### config.mk
export PLATFORM = sky130hd
export DESIGN_NAME = ccrc_top
export DESIGN_NICKNAME = d
export VERILOG_FILES = /design/src/design/ccrc_pkg.sv /design/src/design/ccrc_top.sv
export SDC_FILE = /design/constraint.sdc
export NUM_CORES = 1
export LEC_CHECK = 0
export BUFFER_PORTS_ARGS = -buffer_cell sky130_fd_sc_hd__buf_2
export CAP_MARGIN = 15
export CORE_MARGIN = 10
export CORE_UTILIZATION = 52
export DETAILED_ROUTE_END_ITERATION = 8
export HOLD_SLACK_MARGIN = 0.15
export PLACE_DENSITY = 0.86
export SYNTH_ARGS = -nofsm -noshare
export SYNTH_HDL_FRONTEND = slang
export SYNTH_SLANG_ARGS = --single-unit
### constraint.sdc
create_clock -name ref_clk -period 5.4 [get_ports ref_clk]
set_clock_uncertainty 0.1 [all_clocks]
set_input_delay 0.27 -clock ref_clk [delete_from_list [all_inputs] [get_ports ref_clk]]
set_output_delay 0.27 -clock ref_clk [all_outputs]
set_load 0.03 [all_outputs]
### src/design/ccrc_pkg.sv
// Package: register map, field layout, reset values, mode codes and routing and ladder types of the comparator control block
package ccrc_pkg;

    // ------------------------------------------------------------
    // Register indices and byte addresses (byte address = 4 * index)
    // ------------------------------------------------------------
    localparam logic [9:0] CMP_CTRL_IDX = 10'h019;
    localparam logic [9:0] REF_CTRL_IDX = 10'h099;
    localparam logic [9:0] FLAG_IDX = 10'h00c;
    localparam logic [9:0] DIR_IDX = 10'h085;
    localparam logic [9:0] LEVEL_IDX = 10'h005;
    localparam logic [11:0] CMP_CTRL_ADDR = {CMP_CTRL_IDX, 2'b00};
    localparam logic [11:0] REF_CTRL_ADDR = {REF_CTRL_IDX, 2'b00};
    localparam logic [11:0] FLAG_ADDR = {FLAG_IDX, 2'b00};
    localparam logic [11:0] DIR_ADDR = {DIR_IDX, 2'b00};
    localparam logic [11:0] LEVEL_ADDR = {LEVEL_IDX, 2'b00};

    // ------------------------------------------------------------
    // Field positions
    // ------------------------------------------------------------
    localparam int RESULT_POS = 6;
    localparam int INVERT_POS = 4;
    localparam int SWITCH_POS = 3;
    localparam int POWER_POS = 7;
    localparam int RANGE_POS = 5;
    localparam int FLAG_POS = 3;
    localparam int DIR_POS = 2;

    // ------------------------------------------------------------
    // Reset values
    // ------------------------------------------------------------
    localparam logic [4:0] CMP_CTRL_RST = 5'h00;
    localparam logic [5:0] REF_CTRL_RST = 6'h00;
    localparam logic DIR_RST = 1'b1;

    // ------------------------------------------------------------
    // Mode codes and routing
    // ------------------------------------------------------------
    typedef enum logic [2:0] {
        MODE_RESET = 3'b000,
        MODE_PINS_OUT = 3'b001,
        MODE_PINS = 3'b010,
        MODE_REF_OUT = 3'b011,
        MODE_REF = 3'b100,
        MODE_REF_SW_OUT = 3'b101,
        MODE_REF_SW = 3'b110,
        MODE_OFF = 3'b111
    } ccrc_mode_e;

    typedef enum logic [1:0] {
        SRC_NONE = 2'b00,
        SRC_FIRST_PIN = 2'b01,
        SRC_SECOND_PIN = 2'b10,
        SRC_REFERENCE = 2'b11
    } ccrc_src_e;

    // Reference level unit is one ninety-sixth of supply
    localparam logic [6:0] HIGH_BASE = 7'h18;
    localparam logic [6:0] LOW_STEP = 7'h04;
    localparam logic [6:0] HIGH_STEP = 7'h03;

    typedef struct packed {
        logic compOn;
        ccrc_src_e plusSel;
        ccrc_src_e minusSel;
        logic [2:0] analogMask;
        logic drive;
        logic refRouted;
    } ccrc_route_s;

    typedef struct packed {
        logic ladderPower;
        logic ladderRange;
        logic [3:0] ladderTap;
        logic [6:0] levelCode;
    } ccrc_ladder_s;

endpackage

### src/design/ccrc_top.sv
// Comparator and reference ladder control with APB register access
//
// Notes on behaviour
// - Result high when plus input exceeds minus
// - Invert bit four flips reported result
// - Result bit six read-only, resets zero
// - Switch bit steers minus only modes 110/101
// - Three-bit mode field decodes eight modes
// - Mode 111 switches comparator off
// - Reset clears both registers, reset mode
// - Comparator and ladder keep running in sleep
// - Comparator event wakes device from sleep
// - Wake leaves both control registers unchanged
// - Three modes drive result onto pin
// - Pin result passes without clock sync
// - Direction bit enables result pin output
// - Analog-configured pins read zero
// - Four modes route internal reference in
// - Power bit seven enables reference ladder
// - Range bit five: one low, zero high
// - Four-bit tap: sixteen levels per range
// - Low tap/24, high 1/4 plus tap/32
// - Unimplemented control bits read zero
// - Result change sets change flag bit three
// - Comparator control register access ends mismatch condition
// - Software may set or clear change flag
//
// Decided for this implementation: the APB slave port.
`timescale 1ns/1ps
module ccrc_top #(
    parameter int ADDR_W = 12
) (
    input wire logic ref_clk,                        // System clock, 100 MHz
    input wire logic srst,                           // Synchronous reset, active high
    input wire logic psel,                           // APB select
    input wire logic penable,                        // APB enable
    input wire logic pwrite,                         // APB direction
    input wire logic [ADDR_W-1:0] paddr,             // APB byte address
    input wire logic [31:0] pwdata,                  // APB write data
    input wire logic [3:0] pstrb,                    // APB byte strobes
    output logic [31:0] prdata,                      // APB read data
    output logic pready,                             // APB ready
    output logic pslverr,                            // APB error, unmapped address
    input wire logic compRaw,                        // Analog comparator, high when plus above minus
    input wire logic [2:0] pinLevel,                 // Digital levels of the three port pins
    input wire logic sleepMode,                      // Device asleep
    output logic wakeReq,                            // Wake request from comparator event
    output ccrc_pkg::ccrc_route_s route,             // Comparator input routing and enables
    output ccrc_pkg::ccrc_ladder_s ladder,           // Reference ladder controls
    output logic changeFlag,                         // Compare change flag
    output logic resultPinOut,                       // Result pin level, unclocked
    output logic resultPinOeN                        // Result pin output enable, low drives
);
    import ccrc_pkg::*;

    // ------------------------------------------------------------
    // Parameter check
    // ------------------------------------------------------------
    generate
        if (ADDR_W < 12) begin : g_addr_check
            $error("ADDR_W must be at least 12");
        end
    endgenerate

    // ------------------------------------------------------------
    // State
    // ------------------------------------------------------------
    typedef struct packed {
        logic [4:0] cmpCtrl;
        logic [5:0] refCtrl;
        logic dirBit;
        logic flag;
        logic latched;
        logic rawS1;
        logic rawS2;
        logic [2:0] pinS1;
        logic [2:0] pinS2;
        logic [7:0] rdata;
        logic ready;
        logic slverr;
        ccrc_route_s route;
        ccrc_ladder_s ladder;
        logic oeN;
        logic wake;
    } ccrc_state_s;

    ccrc_state_s cur;
    ccrc_state_s nxt;

    // ------------------------------------------------------------
    // Mode decode
    // ------------------------------------------------------------
    function automatic ccrc_route_s decodeMode(input logic [2:0] mode, input logic sw);
        ccrc_route_s r;
        ccrc_src_e swSrc;
        r = '0;
        swSrc = sw ? SRC_FIRST_PIN : SRC_SECOND_PIN;
        unique case (ccrc_mode_e'(mode))
            MODE_RESET: begin
                r.analogMask = 3'h7;
            end
            MODE_PINS_OUT: begin
                r = '{1'b1, SRC_FIRST_PIN, SRC_SECOND_PIN, 3'h3, 1'b1, 1'b0};
            end
            MODE_PINS: begin
                r = '{1'b1, SRC_FIRST_PIN, SRC_SECOND_PIN, 3'h3, 1'b0, 1'b0};
            end
            MODE_REF_OUT: begin
                r = '{1'b1, SRC_REFERENCE, SRC_SECOND_PIN, 3'h2, 1'b1, 1'b1};
            end
            MODE_REF: begin
                r = '{1'b1, SRC_REFERENCE, SRC_SECOND_PIN, 3'h2, 1'b0, 1'b1};
            end
            MODE_REF_SW_OUT: begin
                r = '{1'b1, SRC_REFERENCE, swSrc, 3'h3, 1'b1, 1'b1};
            end
            MODE_REF_SW: begin
                r = '{1'b1, SRC_REFERENCE, swSrc, 3'h3, 1'b0, 1'b1};
            end
            MODE_OFF: begin
                r = '0;
            end
        endcase
        return r;
    endfunction

    // Ladder level in ninety-sixths of supply
    function automatic ccrc_ladder_s decodeLadder(input logic [5:0] rc);
        ccrc_ladder_s l;
        logic [6:0] tap;
        l = '0;
        tap = {3'h0, rc[3:0]};
        l.ladderPower = rc[5];
        l.ladderRange = rc[4];
        l.ladderTap = rc[3:0];
        if (rc[4]) begin
            l.levelCode = 7'(tap * LOW_STEP);
        end else begin
            l.levelCode = 7'(HIGH_BASE + tap * HIGH_STEP);
        end
        return l;
    endfunction

    // ------------------------------------------------------------
    // Next state
    // ------------------------------------------------------------
    logic setupPh;
    logic accessPh;
    logic [11:0] addr;
    logic highZero;
    logic hitCmp;
    logic hitRef;
    logic hitFlag;
    logic hitDir;
    logic hitLevel;
    logic resultSync;
    logic setEv;
    logic wrLane;

    always_comb begin
        nxt = cur;
        setupPh = psel && !penable;
        accessPh = psel && penable && cur.ready;
        addr = paddr[11:0];
        highZero = (paddr >> 12) == '0;
        hitCmp = highZero && (addr == CMP_CTRL_ADDR);
        hitRef = highZero && (addr == REF_CTRL_ADDR);
        hitFlag = highZero && (addr == FLAG_ADDR);
        hitDir = highZero && (addr == DIR_ADDR);
        hitLevel = highZero && (addr == LEVEL_ADDR);
        wrLane = accessPh && pwrite && pstrb[0];

        // Two-stage synchronisers
        nxt.rawS1 = compRaw;
        nxt.rawS2 = cur.rawS1;
        nxt.pinS1 = pinLevel;
        nxt.pinS2 = cur.pinS1;

        // Reported result, inverted on request, zero while comparator off
        resultSync = cur.route.compOn && (cur.rawS2 ^ cur.cmpCtrl[INVERT_POS]);

        // Mismatch against the value last seen by a comparator control register access
        setEv = resultSync != cur.latched;
        if (accessPh && hitCmp) begin
            nxt.latched = resultSync;
        end

        // Register writes take effect at the access edge
        if (wrLane && hitCmp) begin
            nxt.cmpCtrl = {pwdata[INVERT_POS], pwdata[SWITCH_POS], pwdata[2:0]};
        end
        if (wrLane && hitRef) begin
            nxt.refCtrl = {pwdata[POWER_POS], pwdata[RANGE_POS], pwdata[3:0]};
        end
        if (wrLane && hitDir) begin
            nxt.dirBit = pwdata[DIR_POS];
        end
        if (wrLane && hitFlag) begin
            nxt.flag = pwdata[FLAG_POS];
        end
        if (setEv) begin
            nxt.flag = 1'b1;
        end

        // APB answer: data prepared in setup, ready in the first access cycle
        nxt.ready = 1'b0;
        if (setupPh) begin
            nxt.ready = 1'b1;
            nxt.slverr = !(hitCmp || hitRef || hitFlag || hitDir || hitLevel);
            nxt.rdata = 8'h00;
            if (hitCmp) begin
                nxt.rdata = {1'b0, resultSync, 1'b0, cur.cmpCtrl[4], cur.cmpCtrl[3:0]};
            end
            if (hitRef) begin
                nxt.rdata = {cur.refCtrl[5], 1'b0, cur.refCtrl[4], 1'b0, cur.refCtrl[3:0]};
            end
            if (hitFlag) begin
                nxt.rdata = {4'h0, cur.flag, 3'h0};
            end
            if (hitDir) begin
                nxt.rdata = {5'h00, cur.dirBit, 2'h0};
            end
            if (hitLevel) begin
                nxt.rdata = {5'h00, cur.pinS2 & ~cur.route.analogMask};
            end
        end

        // Decoded controls follow the registers in the same cycle; sleep has no say
        nxt.route = decodeMode(nxt.cmpCtrl[2:0], nxt.cmpCtrl[SWITCH_POS]);
        nxt.ladder = decodeLadder(nxt.refCtrl);
        nxt.oeN = !(nxt.route.drive && !nxt.dirBit);
        nxt.wake = sleepMode && cur.route.compOn && nxt.flag;

        if (srst) begin
            nxt = '0;
            nxt.cmpCtrl = CMP_CTRL_RST;
            nxt.refCtrl = REF_CTRL_RST;
            nxt.dirBit = DIR_RST;
            nxt.route = decodeMode(MODE_RESET, 1'b0);
            nxt.ladder = decodeLadder(REF_CTRL_RST);
            nxt.oeN = 1'b1;
        end
    end

    always_ff @(posedge ref_clk) begin
        cur <= nxt;
    end

    // ------------------------------------------------------------
    // Outputs
    // ------------------------------------------------------------
    assign prdata = {24'h000000, cur.rdata};
    assign pready = cur.ready;
    assign pslverr = cur.slverr;
    assign wakeReq = cur.wake;
    assign route = cur.route;
    assign ladder = cur.ladder;
    assign changeFlag = cur.flag;
    assign resultPinOeN = cur.oeN;
    // Analog result straight to the pin, no clock in the path
    assign resultPinOut = cur.route.drive && (compRaw ^ cur.cmpCtrl[INVERT_POS]);

    // ------------------------------------------------------------
    // Assertions
    // ------------------------------------------------------------
    reset_values_a: assert property (@(posedge ref_clk) $past(srst) |->
        (cur.cmpCtrl == 5'h00) && (cur.refCtrl == 6'h00) && (route.analogMask == 3'h7) && !ladder.ladderPower)
        else $error("Registers not at reset values after reset");

    mode_off_a: assert property (@(posedge ref_clk) disable iff (srst)
        (cur.cmpCtrl[2:0] == 3'b111) |-> !route.compOn && (route.analogMask == 3'h0))
        else $error("Comparator not off in mode 111");

    output_modes_a: assert property (@(posedge ref_clk) disable iff (srst)
        route.drive == ((cur.cmpCtrl[2:0] == 3'b001) || (cur.cmpCtrl[2:0] == 3'b011) || (cur.cmpCtrl[2:0] == 3'b101)))
        else $error("Result pin drive in wrong mode");

    ref_modes_a: assert property (@(posedge ref_clk) disable iff (srst)
        route.refRouted == ((cur.cmpCtrl[2:0] >= 3'b011) && (cur.cmpCtrl[2:0] <= 3'b110)))
        else $error("Reference routed in wrong mode");

    switch_steer_a: assert property (@(posedge ref_clk) disable iff (srst)
        route.compOn && (route.minusSel != ((cur.cmpCtrl[2:0] inside {3'b101, 3'b110}) && cur.cmpCtrl[3]
        ? SRC_FIRST_PIN : SRC_SECOND_PIN)) |-> 1'b0)
        else $error("Minus input not steered by switch bit");

    read_zero_bits_a: assert property (@(posedge ref_clk) disable iff (srst)
        psel && !penable && !pwrite && (paddr == ADDR_W'(CMP_CTRL_ADDR)) |=> pready && !prdata[7] && !prdata[5])
        else $error("Unimplemented comparator bits read nonzero");

    flag_set_a: assert property (@(posedge ref_clk) disable iff (srst)
        route.compOn && (cur.rawS2 ^ cur.cmpCtrl[4]) != cur.latched |=> changeFlag)
        else $error("Result change did not set flag");

    flag_hold_a: assert property (@(posedge ref_clk) disable iff (srst)
        changeFlag && !(psel && penable && pready && pwrite && (paddr == ADDR_W'(FLAG_ADDR))) |=> changeFlag)
        else $error("Change flag cleared without software write");

    mismatch_end_a: assert property (@(posedge ref_clk) disable iff (srst)
        psel && penable && pready && (paddr == ADDR_W'(CMP_CTRL_ADDR)) |=> cur.latched == $past(resultSync))
        else $error("Control access did not end mismatch");

    wake_event_a: assert property (@(posedge ref_clk) disable iff (srst)
        sleepMode && route.compOn && changeFlag ##1 sleepMode && changeFlag |-> wakeReq)
        else $error("Comparator event did not wake device");

    ladder_level_a: assert property (@(posedge ref_clk) disable iff (srst)
        ladder.levelCode == (ladder.ladderRange ? 7'(ladder.ladderTap * 4) : 7'(24 + ladder.ladderTap * 3)))
        else $error("Reference level code wrong");

    pin_enable_a: assert property (@(posedge ref_clk) disable iff (srst)
        $rose(!resultPinOeN) |-> route.drive && !cur.dirBit)
        else $error("Result pin driven outside output mode");

    result_read_a: assert property (@(posedge ref_clk) disable iff (srst)
        psel && !penable && !pwrite && (paddr == ADDR_W'(CMP_CTRL_ADDR))
        |=> prdata[RESULT_POS] == $past(resultSync))
        else $error("Result bit read differs from synchronised result");

    invert_flip_a: assert property (@(posedge ref_clk) disable iff (srst)
        $changed(cur.cmpCtrl[INVERT_POS]) && route.compOn && $stable(route.compOn) && $stable(cur.rawS2)
        |-> $changed(resultSync))
        else $error("Invert bit did not flip result");

    sync_depth_a: assert property (@(posedge ref_clk) disable iff (srst)
        route.compOn && !cur.cmpCtrl[INVERT_POS] |-> resultSync == $past(compRaw, 2))
        else $error("Result not two stages behind comparator");

    mode_write_a: assert property (@(posedge ref_clk) disable iff (srst)
        psel && penable && pready && pwrite && pstrb[0] && (paddr == ADDR_W'(CMP_CTRL_ADDR))
        |=> cur.cmpCtrl[2:0] == $past(pwdata[2:0]))
        else $error("Mode field not taken from write");

    ladder_power_a: assert property (@(posedge ref_clk) disable iff (srst)
        psel && penable && pready && pwrite && pstrb[0] && (paddr == ADDR_W'(REF_CTRL_ADDR))
        |=> ladder.ladderPower == $past(pwdata[POWER_POS]))
        else $error("Ladder power not taken from write");

    ladder_range_a: assert property (@(posedge ref_clk) disable iff (srst)
        psel && penable && pready && pwrite && pstrb[0] && (paddr == ADDR_W'(REF_CTRL_ADDR))
        |=> ladder.ladderRange == $past(pwdata[RANGE_POS]))
        else $error("Ladder range not taken from write");

    ladder_tap_a: assert property (@(posedge ref_clk) disable iff (srst)
        psel && penable && pready && pwrite && pstrb[0] && (paddr == ADDR_W'(REF_CTRL_ADDR))
        |=> ladder.ladderTap == $past(pwdata[3:0]))
        else $error("Ladder tap not taken from write");

    level_zero_a: assert property (@(posedge ref_clk) disable iff (srst)
        psel && !penable && !pwrite && (paddr == ADDR_W'(LEVEL_ADDR))
        |=> (prdata[2:0] & $past(route.analogMask)) == 3'h0)
        else $error("Analog pin read nonzero");

    sleep_run_a: assert property (@(posedge ref_clk) disable iff (srst)
        sleepMode && !(psel && penable && pready && pwrite) |=> $stable(route) && $stable(ladder))
        else $error("Comparator or ladder changed in sleep");

    sleep_keep_a: assert property (@(posedge ref_clk) disable iff (srst)
        sleepMode && !(psel && penable && pready && pwrite) |=> $stable(cur.cmpCtrl) && $stable(cur.refCtrl))
        else $error("Control registers changed in sleep");

    pin_path_a: assert property (@(posedge ref_clk) disable iff (srst)
        resultPinOut == (route.drive && (compRaw ^ cur.cmpCtrl[INVERT_POS])))
        else $error("Result pin not following comparator");

    reset_mode_a: assert property (@(posedge ref_clk) $past(srst) |->
        !route.compOn && !route.drive && resultPinOeN && !changeFlag && !wakeReq)
        else $error("Outputs not in reset mode after reset");

    wake_quiet_a: assert property (@(posedge ref_clk) disable iff (srst)
        !sleepMode |=> !wakeReq)
        else $error("Wake request while awake");

    flag_sw_set_a: assert property (@(posedge ref_clk) disable iff (srst)
        psel && penable && pready && pwrite && pstrb[0] && pwdata[FLAG_POS] && (paddr == ADDR_W'(FLAG_ADDR))
        |=> changeFlag)
        else $error("Software write did not set flag");

endmodule

Yosys cells after proc, flatten, opt, wreduce, memory -nomap -nowiden
Cells that the tools add are included.

cells by class
  mux-type cells = 16
  reductions and logical operators = 31
  equal/unequal tests = 13
  add/sub/neg operators = 1
  $mul = 1
  bitwise gates (word level) = 4

operators by type and width
  kind                                                    count
  two-way mux 8 bit                                       4
  equality test 12 x 10 -> 1 bit (second input constant)  2
  logical AND 1 bit                                       15
  one-hot mux 5 bit (3 select lines)                      1
  equality test 12 x 5 -> 1 bit (second input constant)   1
  equality test 12 x 6 -> 1 bit (second input constant)   1
  equality test 12 x 7 -> 1 bit (second input constant)   1
  equality test 3 bit (second input constant)             4
  two-way mux 6 bit                                       2
  one-hot mux 3 bit (4 select lines)                      1
  OR reduction 2 bit                                      6
  adder 5 x 6 -> 7 bit (first input constant)             1
  two-way mux 7 bit                                       1
  equality test 3 x 2 -> 1 bit (second input constant)    2
  multiplier 4 x 2 -> 6 bit (second input constant)       1
  one-hot mux 2 bit (3 select lines)                      1
  logical NOT 1 bit                                       4
  logical OR 1 bit                                        4
  two-way mux 2 bit                                       2
  two-way mux 4 bit                                       1
  OR reduction 4 bit                                      1
  bitwise AND 3 bit                                       1
  equality test 3 x 1 -> 1 bit (second input constant)    1
  logical NOT 3 bit                                       1
  4 further kinds                                         7

storage, ports and cells
  output and inout port bits = 61
  input bits = 58
  register bits after elaboration = 57
  word-level logic and storage cells = 92

Logic depth before layout (Yosys ltp)
Gate-level depths: netlist of run 1.

  word-level depth = 11
  gate-level depth with buffers = 14
  depth with buffers taken out = 13

Worst setup path after synthesis of run 1
No wires, ideal clock.

  path type = input to register
  from = in paddr[3]
  to = reg cur, in the netlist ladder[4]
  path slack = 2.115 ns
  required time = 5.186 ns
  stages on the path = 12
  data arrival time = 3.071 ns
  buffers on the path = 0
  library setup time = 0.114 ns
  path through = or4_1 -> nor4_4 -> a21boi_1 -> a21oi_2 -> xor2_1 -> ha_1 -> inv_1 -> fa_1 -> mux2_2 -> o21ai_0 -> nand4_1 -> a21o_1

on the way
  word-level cells in the longest chain between the ends = 6

ends and longest elaborated chain
  what                              RTL line         text
  from (decl)                       ccrc_top.sv:38   input wire logic [ADDR_W-1:0] paddr,
  equality test 12 x 10 -> 1 bit *  ccrc_top.sv:167  hitRef = highZero && (addr == REF_CTRL_ADDR);
  logical AND 1 bit *               ccrc_top.sv:192  if (wrLane && hitRef) begin
  two-way mux 6 bit *               ccrc_top.sv:192
  multiplier 4 x 2 -> 6 bit         ccrc_top.sv:139  l.levelCode = 7'(HIGH_BASE + tap * HIGH_STEP);
  adder 5 x 6 -> 7 bit              ccrc_top.sv:139
  two-way mux 6 bit *               ccrc_top.sv:136  if (rc[4]) begin
  to (signal assigned)              ccrc_top.sv:246  cur <= nxt;
  to (decl)                         ccrc_top.sv:87   ccrc_state_s cur;

Every way passes the cells marked *; elsewhere a longest branch is shown, timed or not.
A chain may end at the register's enable or synchronous reset.

Final worst setup path of run 1
Same ends and word-level chain as after synthesis.

==> impl_metrics.json, run 1 <==
{
  "max-clock-path-buffers": 2,
  "place.port_buffers": 66,
  "timing_max_transition_violations_final": 0,
  "criticalPathCategory": "input pin to register",
  "initial_antenna_violation_count": 0,
  "cts.repair_timing.setup_buffer_count": 0,
  "clock_tree_from_tritoncts": "yes",
  "placed_area_um2": 2840,
  "drcViolationCount": 0,
  "setup_total_negative_slack_ns": 0,
  "ant_nets": 0,
  "hpwl_um": 5210,
  "mappedNetlistArea_um2": 2800,
  "synth_seq_area_share_pct": 35.7,
  "drt-wirelength-per-cell_um": 16.0,
  "period_share_pct": 66.7,
  "start_util_pct": 54.2,
  "worst_hold_path_type": "input pin to register",
  "r2r-start": "pready",
  "multi_input_comb_area_um2": 1400,
  "rsz_0062_raised_after_global_routing": "no",
  "post_synth.cell_area_avg_um2": 8.46,
  "num_vias": 2421,
  "dr.pass1.iters": 5,
  "finalSetupViolations": 0,
  "timing.max_cap.violations": 0,
  "yosys_warnings": 0,
  "count_of_h_tree_levels_built_during_cts": 2,
  "cp_max_fo": 8,
  "antenna-diode-count": 0,
  "gp_congestion": 0.908,
  "regToRegEndpoint": "ladder[4]",
  "synth_top_area_share_pct": 35.7,
  "timing_worst_slew_pin_value_ns": 1.03,
  "p_leak_uw": 0.00128,
  "cts_resized": 0,
  "layout_min_cycle_time_ns": 3.60,
  "synth-edff-count": 0,
  "worstSetupStartpoint": "paddr[3]",
  "drive_above_1_share_pct": 22.1,
  "final_cell_area_um2": 3020,
  "io-pin-count": 119,
  "ff_latch_area_um2": 1000,
  "timing.critical_path.slowest_stage_cell": "sky130_fd_sc_hd__nor4_2",
  "worst_slew_margin_rel_pct": 30.9,
  "worst-r2r-setup-slack_ns": 1.91,
  "fmax_ghz": 0.278,
  "fp.dieW_um": 93.4,
  "synth-seq-cells": 50,
  "synthCells": 331,
  "worst_r2r_path_depth": 11,
  "cts-buffers-inserted": 5,
  "num-fill-cells": 476,
  "ys_async_sr_fraction_pct": 0,
  "timing_endpoint_of_the_critical_path": "ladder[4]",
  "netlist-cell-type-count": 61,
  "postSynth.topFlopCell": "sky130_fd_sc_hd__dfxtp_1",
  "slowest_cell_delay_on_critical_path_ns": 0.54,
  "track_usage_pct": 15.4,
  "status": "finished clean",
  "nets": 427,
  "power_density_nw_per_um2": 233,
  "drt-vias-per-instance": 5.55,
  "timing.critical_path.arrival_ns": 3.71,
  "timing.critical_path.required_ns": 5.51,
  "timing.critical_path.cells": "buf_2 -> nor4_2 -> nand4_1 -> nor2_2 -> mux2i_1 -> ha_1 -> inv_1 -> fa_1 -> mux2_2 -> o21ai_0 -> nand4_1 -> a21o_1",
  "grt_pass1_wl_um": 11100,
  "syn2layout_area_growth_pct": 7.77,
  "grt-ovfl-total": 0,
  "worst_setup_path_start_kind": "input pin",
  "critPathMostFrequentCell": "sky130_fd_sc_hd__nand4_1",
  "detail_route.iter0.violations": 304,
  "clock_insertion_delay_worst_skew_ns": 0.32,
  "floorplan.rows": 26,
  "timing.final.hold_violations": 0,
  "critical_path.endpoint_type": "register",
  "clkSlewWorstSetupHoldPaths_ns": 0.09,
  "worst_ir_drop_vdd_uv": 112,
  "routed_wl_um": 6990,
  "synth_largest_area_cell": "sky130_fd_sc_hd__dfxtp_1",
  "grt_pass1_vias": 2279,
  "cts.sinks": 50,
  "grt_start_max_net_pins": 42,
  "floorplan.core_area_um2": 5170,
  "netlist_top_cells_area": "sky130_fd_sc_hd__dfxtp_1, sky130_fd_sc_hd__buf_4, sky130_fd_sc_hd__nor2_1",
  "cts.root.buffer_cell": "sky130_fd_sc_hd__clkbuf_8",
  "fp.dieArea_um2": 8720,
  "dieHeight_um": 93.4
}
## Yosys cell counts (all sizes together), types with 2 or more instances
| library cell | instances |
|---|---|
| a21oi | 18 |
| o2111ai | 2 |
| a211o | 2 |
| nand3b | 2 |
| a32oi | 2 |
| nand3 | 15 |
| or4 | 3 |
| o211ai | 7 |
| o2bb2ai | 2 |
| inv | 7 |
| dfxtp | 50 |
| nor3 | 3 |
| nand2 | 21 |
| nand4 | 7 |
| xor2 | 6 |
| xnor2 | 2 |
| mux2i | 5 |
| a22o | 3 |
| a211oi | 2 |
| nor2 | 29 |
| nor4 | 6 |
| and2 | 2 |
| o21bai | 2 |
| ha | 3 |
| clkbuf | 13 |
| nor2b | 12 |
| nand2b | 4 |
| buf | 56 |
| o21ai | 10 |
| a21boi | 2 |
| a31oi | 3 |
| a22oi | 2 |
| nor3b | 2 |
| and3 | 6 |
## flip-flops by register name, indices dropped and copies added, names as in the netlist
signal	cells
cur	21
route	9
pready	1
changeFlag	1
pslverr	1
resultPinOeN	1
prdata	8
ladder	7
wakeReq	1
## per-stage QoR
step           util, %  setup WS, ns  std cells  total power (uW)  hold WS (ns)
3_5_place_dp      54.9          1.52        421               446         0.326
3_3_place_gp      54.9          1.66        421               445         0.317
5_1_grt           58.4          1.61        436               729         0.215
2_1_floorplan        -          2.11        354               440         0.266
4_1_cts           58.4          1.84        436               704         0.194
6_report          58.4          1.80        436               705         0.194
## cell families (layout without fill, tap and decap cells)
kind of cell	Yosys count	in the layout	share of synthesized area, %
other	1	24	0.134
xor gates and xnor gates	8	8	2.50
adders and majority gates	4	4	2.05
buffers and inverters	76	88	17.6
muxes	6	6	2.19
DFF	50	50	35.7
AOI/OAI and AO/OA	66	66	16.3
and+or+nand+nor	120	120	23.5
## metal layers
layer  GRT usage, %  routed length [um]  vias to the layer above
met5              0                   0                        -
met4           6.94                 202                        0
met3           5.36                 770                       26
met2           24.8                3200                      149
met1           18.1                2830                     1087
li1               -                   -                     1159
## critical path, delay by kind of cell
family                   cells  cell delay, ns
AO/OA/AOI/OAI                2            0.28
adder cells (fa/ha/maj)      2            0.75
buffers and inverters        2            0.18
multiplexers                 2            0.67
AND/OR/NAND/NOR              4            1.56
## cell usage in the layout, fill, tap and decap left out, drive strengths merged, types with 7 or more instances in the layout
master       Yosys  layout
a21oi           18      18
buf             56      66
conb             1      24
dfxtp           50      50
dlygate4sd3      0       7
inv              7       7
nand2           21      21
nand3           15      15
nand4            7       7
nor2            29      29
nor2b           12      12
o211ai           7       7
o21ai           10      10
## final cells by class
cell class	instances	share of cell area (%)
multi-input combinational	228	46.2
sequential	50	33.2
timing repair buffer	73	13.3
tap	70	2.90
clock buffer	5	2.28
clock inverter	3	1.33
inverter	7	0.870
## report_power, final
group / total, uW / internal [uW] / switching [uW]
Combinational: 70.5 / 18.9 / 51.6
Clock: 261 / 136 / 125
Sequential: 373 / 372 / 0.976
## what timing repair did
action / 4_1_cts / 5_1_grt
endpoints found under the hold margin: 7 / 0
setup endpoints to repair: 0 / 0
hold buffers: 7 / 0
## worst min path at each step
| stage | startpoint | to | cells after the start |
|---|---|---|---|
| after global routing | pwdata[0] | cur[52] | 3 |
| final | pwdata[0] | cur[52] | 3 |
| after global placement | cur[38] | cur[35] | 1 |
| after floorplan | srst | pready | 1 |
| after CTS | pwdata[0] | cur[52] | 3 |
| after detailed placement | cur[39] | cur[36] | 1 |
Note: power is estimated with default switching activity, not from simulation.
==> run 2: changes to the inputs <==
--- a/config.mk
+++ b/config.mk
@@ -8,10 +8,10 @@
 export BUFFER_PORTS_ARGS = -buffer_cell sky130_fd_sc_hd__buf_2
 export CAP_MARGIN = 15
 export CORE_MARGIN = 10
-export CORE_UTILIZATION = 52
+export CORE_UTILIZATION = 48
 export DETAILED_ROUTE_END_ITERATION = 8
 export HOLD_SLACK_MARGIN = 0.15
-export PLACE_DENSITY = 0.86
+export PLACE_DENSITY = 0.8
 export SYNTH_ARGS = -nofsm -noshare
 export SYNTH_HDL_FRONTEND = slang
 export SYNTH_SLANG_ARGS = --single-unit
==> constraint.sdc (replaced) <==
create_clock -name ref_clk -period 3.6 [get_ports ref_clk]
set_clock_uncertainty 0.1 [all_clocks]
set_input_delay 0.18 -clock ref_clk [delete_from_list [all_inputs] [get_ports ref_clk]]
set_output_delay 0.18 -clock ref_clk [all_outputs]
set_load 0.03 [all_outputs]
==> run 2 against run 1 <==
- sequential share of layout area is 0.88 points lower
- power rose by 50%
- global-route usage is 0.75 points lower
- flip-flop and latch count stayed put
- sequential power is 50% higher
==> impl_metrics.json, run 2 (synthesis results as in run 1) <==
{
  "dieHeight_um": 96.4,
  "number_of_flip_flops_in_the_largest_register": 21,
  "power_density_nw_per_um2": 342,
  "cp_max_fo": 7,
  "ant_nets": 0,
  "critical_path.endpoint_type": "register",
  "floorplan.rows": 27,
  "cts.sinks": 50,
  "criticalPathCategory": "input pin to register",
  "clkSlewWorstSetupHoldPaths_ns": 0.09,
  "timing.critical_path.required_ns": 3.71,
  "numPlacedInstances": 429,
  "grt_pass1_vias": 2288,
  "worst_slew_margin_rel_pct": 40.5,
  "worst_setup_path_start_kind": "input pin",
  "initial_antenna_violation_count": 0,
  "timing_worst_slew_pin_value_ns": 0.891,
  "max-clock-path-buffers": 2,
  "worstHoldPathCells": 4,
  "grt_pass1_wl_um": 11000,
  "power.clock.fraction_pct": 37.1,
  "clock_insertion_delay_worst_skew_ns": 0.30,
  "worst_ir_drop_vdd_uv": 227,
  "power.switching_fraction_pct": 24.9,
  "fp.dieArea_um2": 9290,
  "regToRegEndpoint": "ladder[4]",
  "drt-wirelength-per-cell_um": 15.3,
  "detail_route.iter0.violations": 254,
  "io-pin-count": 119,
  "pwr-share-seq_pct": 52.8,
  "rsz_0062_raised_after_global_routing": "no",
  "start_util_pct": 50.3,
  "nets": 436,
  "r2r-start": "pready",
  "timing_max_transition_violations_final": 0,
  "dr.pass1.iters": 4,
  "hpwl_um": 5430,
  "cts.root.buffer_cell": "sky130_fd_sc_hd__clkbuf_8",
  "holdCritStartpoint": "penable",
  "period_share_pct": 87.7,
  "timing.max_cap.violations": 0,
  "worst_hold_path_type": "input pin to register",
  "layout_commonest_cell": "sky130_fd_sc_hd__buf_2",
  "place.port_buffers": 66,
  "cts.repair_timing.setup_buffer_count": 0,
  "final_cells": 447,
  "track_usage_pct": 14.7,
  "worst_r2r_path_depth": 12,
  "min_to": "prdata[1]",
  "timing.critical_path.arrival_ns": 3.26,
  "grt-ovfl-total": 0,
  "combinationalPowerShare_pct": 10.1,
  "syn2layout_area_growth_pct": 10.7,
  "cts-buffers-inserted": 5,
  "clock_tree_from_tritoncts": "yes",
  "p_leak_uw": 0.00131,
  "floorplan.core_area_um2": 5570,
  "grt_start_max_net_pins": 42,
  "antenna-diode-count": 0,
  "mostFrequentLayoutCells": "sky130_fd_sc_hd__buf_2, sky130_fd_sc_hd__dfxtp_1, sky130_fd_sc_hd__nor2_1",
  "registers.top_by_ff_count": "cur",
  "count_of_h_tree_levels_built_during_cts": 2,
  "fp.dieW_um": 96.4,
  "status": "finished clean",
  "drive_above_1_share_pct": 23.2,
  "num_vias": 2355,
  "routed_wl_um": 6840,
  "cellInternalPower_uw": 795,
  "total_switching_power_uw": 264,
  "drt-vias-per-instance": 5.27,
  "drcViolationCount": 0,
  "timing.final.hold_violations": 0,
  "tightest_hold_margin_ns": 0.169,
  "setup_total_negative_slack_ns": 0,
  "gp_congestion": 0.932,
  "layout_min_cycle_time_ns": 3.16,
  "finalSetupViolations": 0,
  "worst-r2r-setup-slack_ns": 0.47,
  "fmax_ghz": 0.317
}
run 2: cell types whose count changed in the layout (fill, tap and decap cells not counted), sizes merged:
cell / change
buf: +6
clkinv: -2
clkinvlp: +2
dlygate4sd3: +3
run 2: how the worst max path moves through the flow:
| stage | slack (ns) | startpoint | to |
|---|---|---|---|
| 6_report | 0.44 | paddr[8] | ladder[4] |
| 5_1_grt | 0.18 | pready | ladder[4] |
| 4_1_cts | 0.47 | paddr[8] | ladder[4] |
| 3_5_place_dp | 0.14 | paddr[3] | ladder[4] |
| 3_3_place_gp | 0.17 | paddr[3] | ladder[4] |
| 2_1_floorplan | 0.40 | paddr[3] | ladder[4] |
run 2: final cells by class:
type	count	area [um2]
fillers	518	2470
multi-input cells	228	1400
flip-flops and latches	50	1000
repair buffers	82	475
well taps	72	90.1
clock buffers	5	68.8
clock inverters	3	45.0
inverters	7	26.3
run 2: through the flow:
step | power [uW] | worst slack (ns) | area [um2] | utilization, %
floorplan | 660 | 0.405 | 2890 | -
global placement | 667 | 0.169 | 2890 | 51.8
detailed placement | 669 | 0.142 | 2890 | 51.8
CTS | 1070 | 0.465 | 3100 | 55.6
global route | 1100 | 0.175 | 3100 | 55.6
finish | 1060 | 0.442 | 3100 | 55.6
run 2: power groups by stage:
stage / Sequential (uW) / Combinational (uW) / Clock (uW)
global placement: 572 / 95.3 / 0
CTS: 559 / 106 / 407
finish: 559 / 107 / 393
floorplan: 574 / 85.6 / 0
detailed placement: 572 / 96.9 / 0
global route: 560 / 117 / 425
run 2: critical path: stages:
cell                       delay, ns
sky130_fd_sc_hd__buf_2          0.12
sky130_fd_sc_hd__or4b_1         0.63
sky130_fd_sc_hd__nor4_4         0.39
sky130_fd_sc_hd__a21boi_1       0.15
sky130_fd_sc_hd__a21oi_2        0.24
sky130_fd_sc_hd__xor2_1         0.17
sky130_fd_sc_hd__ha_1           0.19
sky130_fd_sc_hd__inv_1          0.06
sky130_fd_sc_hd__fa_1           0.47
sky130_fd_sc_hd__mux2_2         0.30
sky130_fd_sc_hd__o21ai_0        0.07
sky130_fd_sc_hd__nand4_1        0.10
sky130_fd_sc_hd__a21o_1         0.18
run 2: repair_timing:
action	in CTS	in global routing
hold endpoints to repair	10	0
hold buffers	10	0
gates resized for setup	0	0
run 2: per-layer routing:
| layer | global-route usage [%] | up-vias | part of all wire, % |
|---|---|---|---|
| li1 | - | 1176 | - |
| met4 | 3.87 | 0 | 0.86 |
| met2 | 25.1 | 92 | 48 |
| met5 | 0 | - | 0 |
| met3 | 4.70 | 6 | 11 |
| met1 | 17.4 | 1081 | 40 |
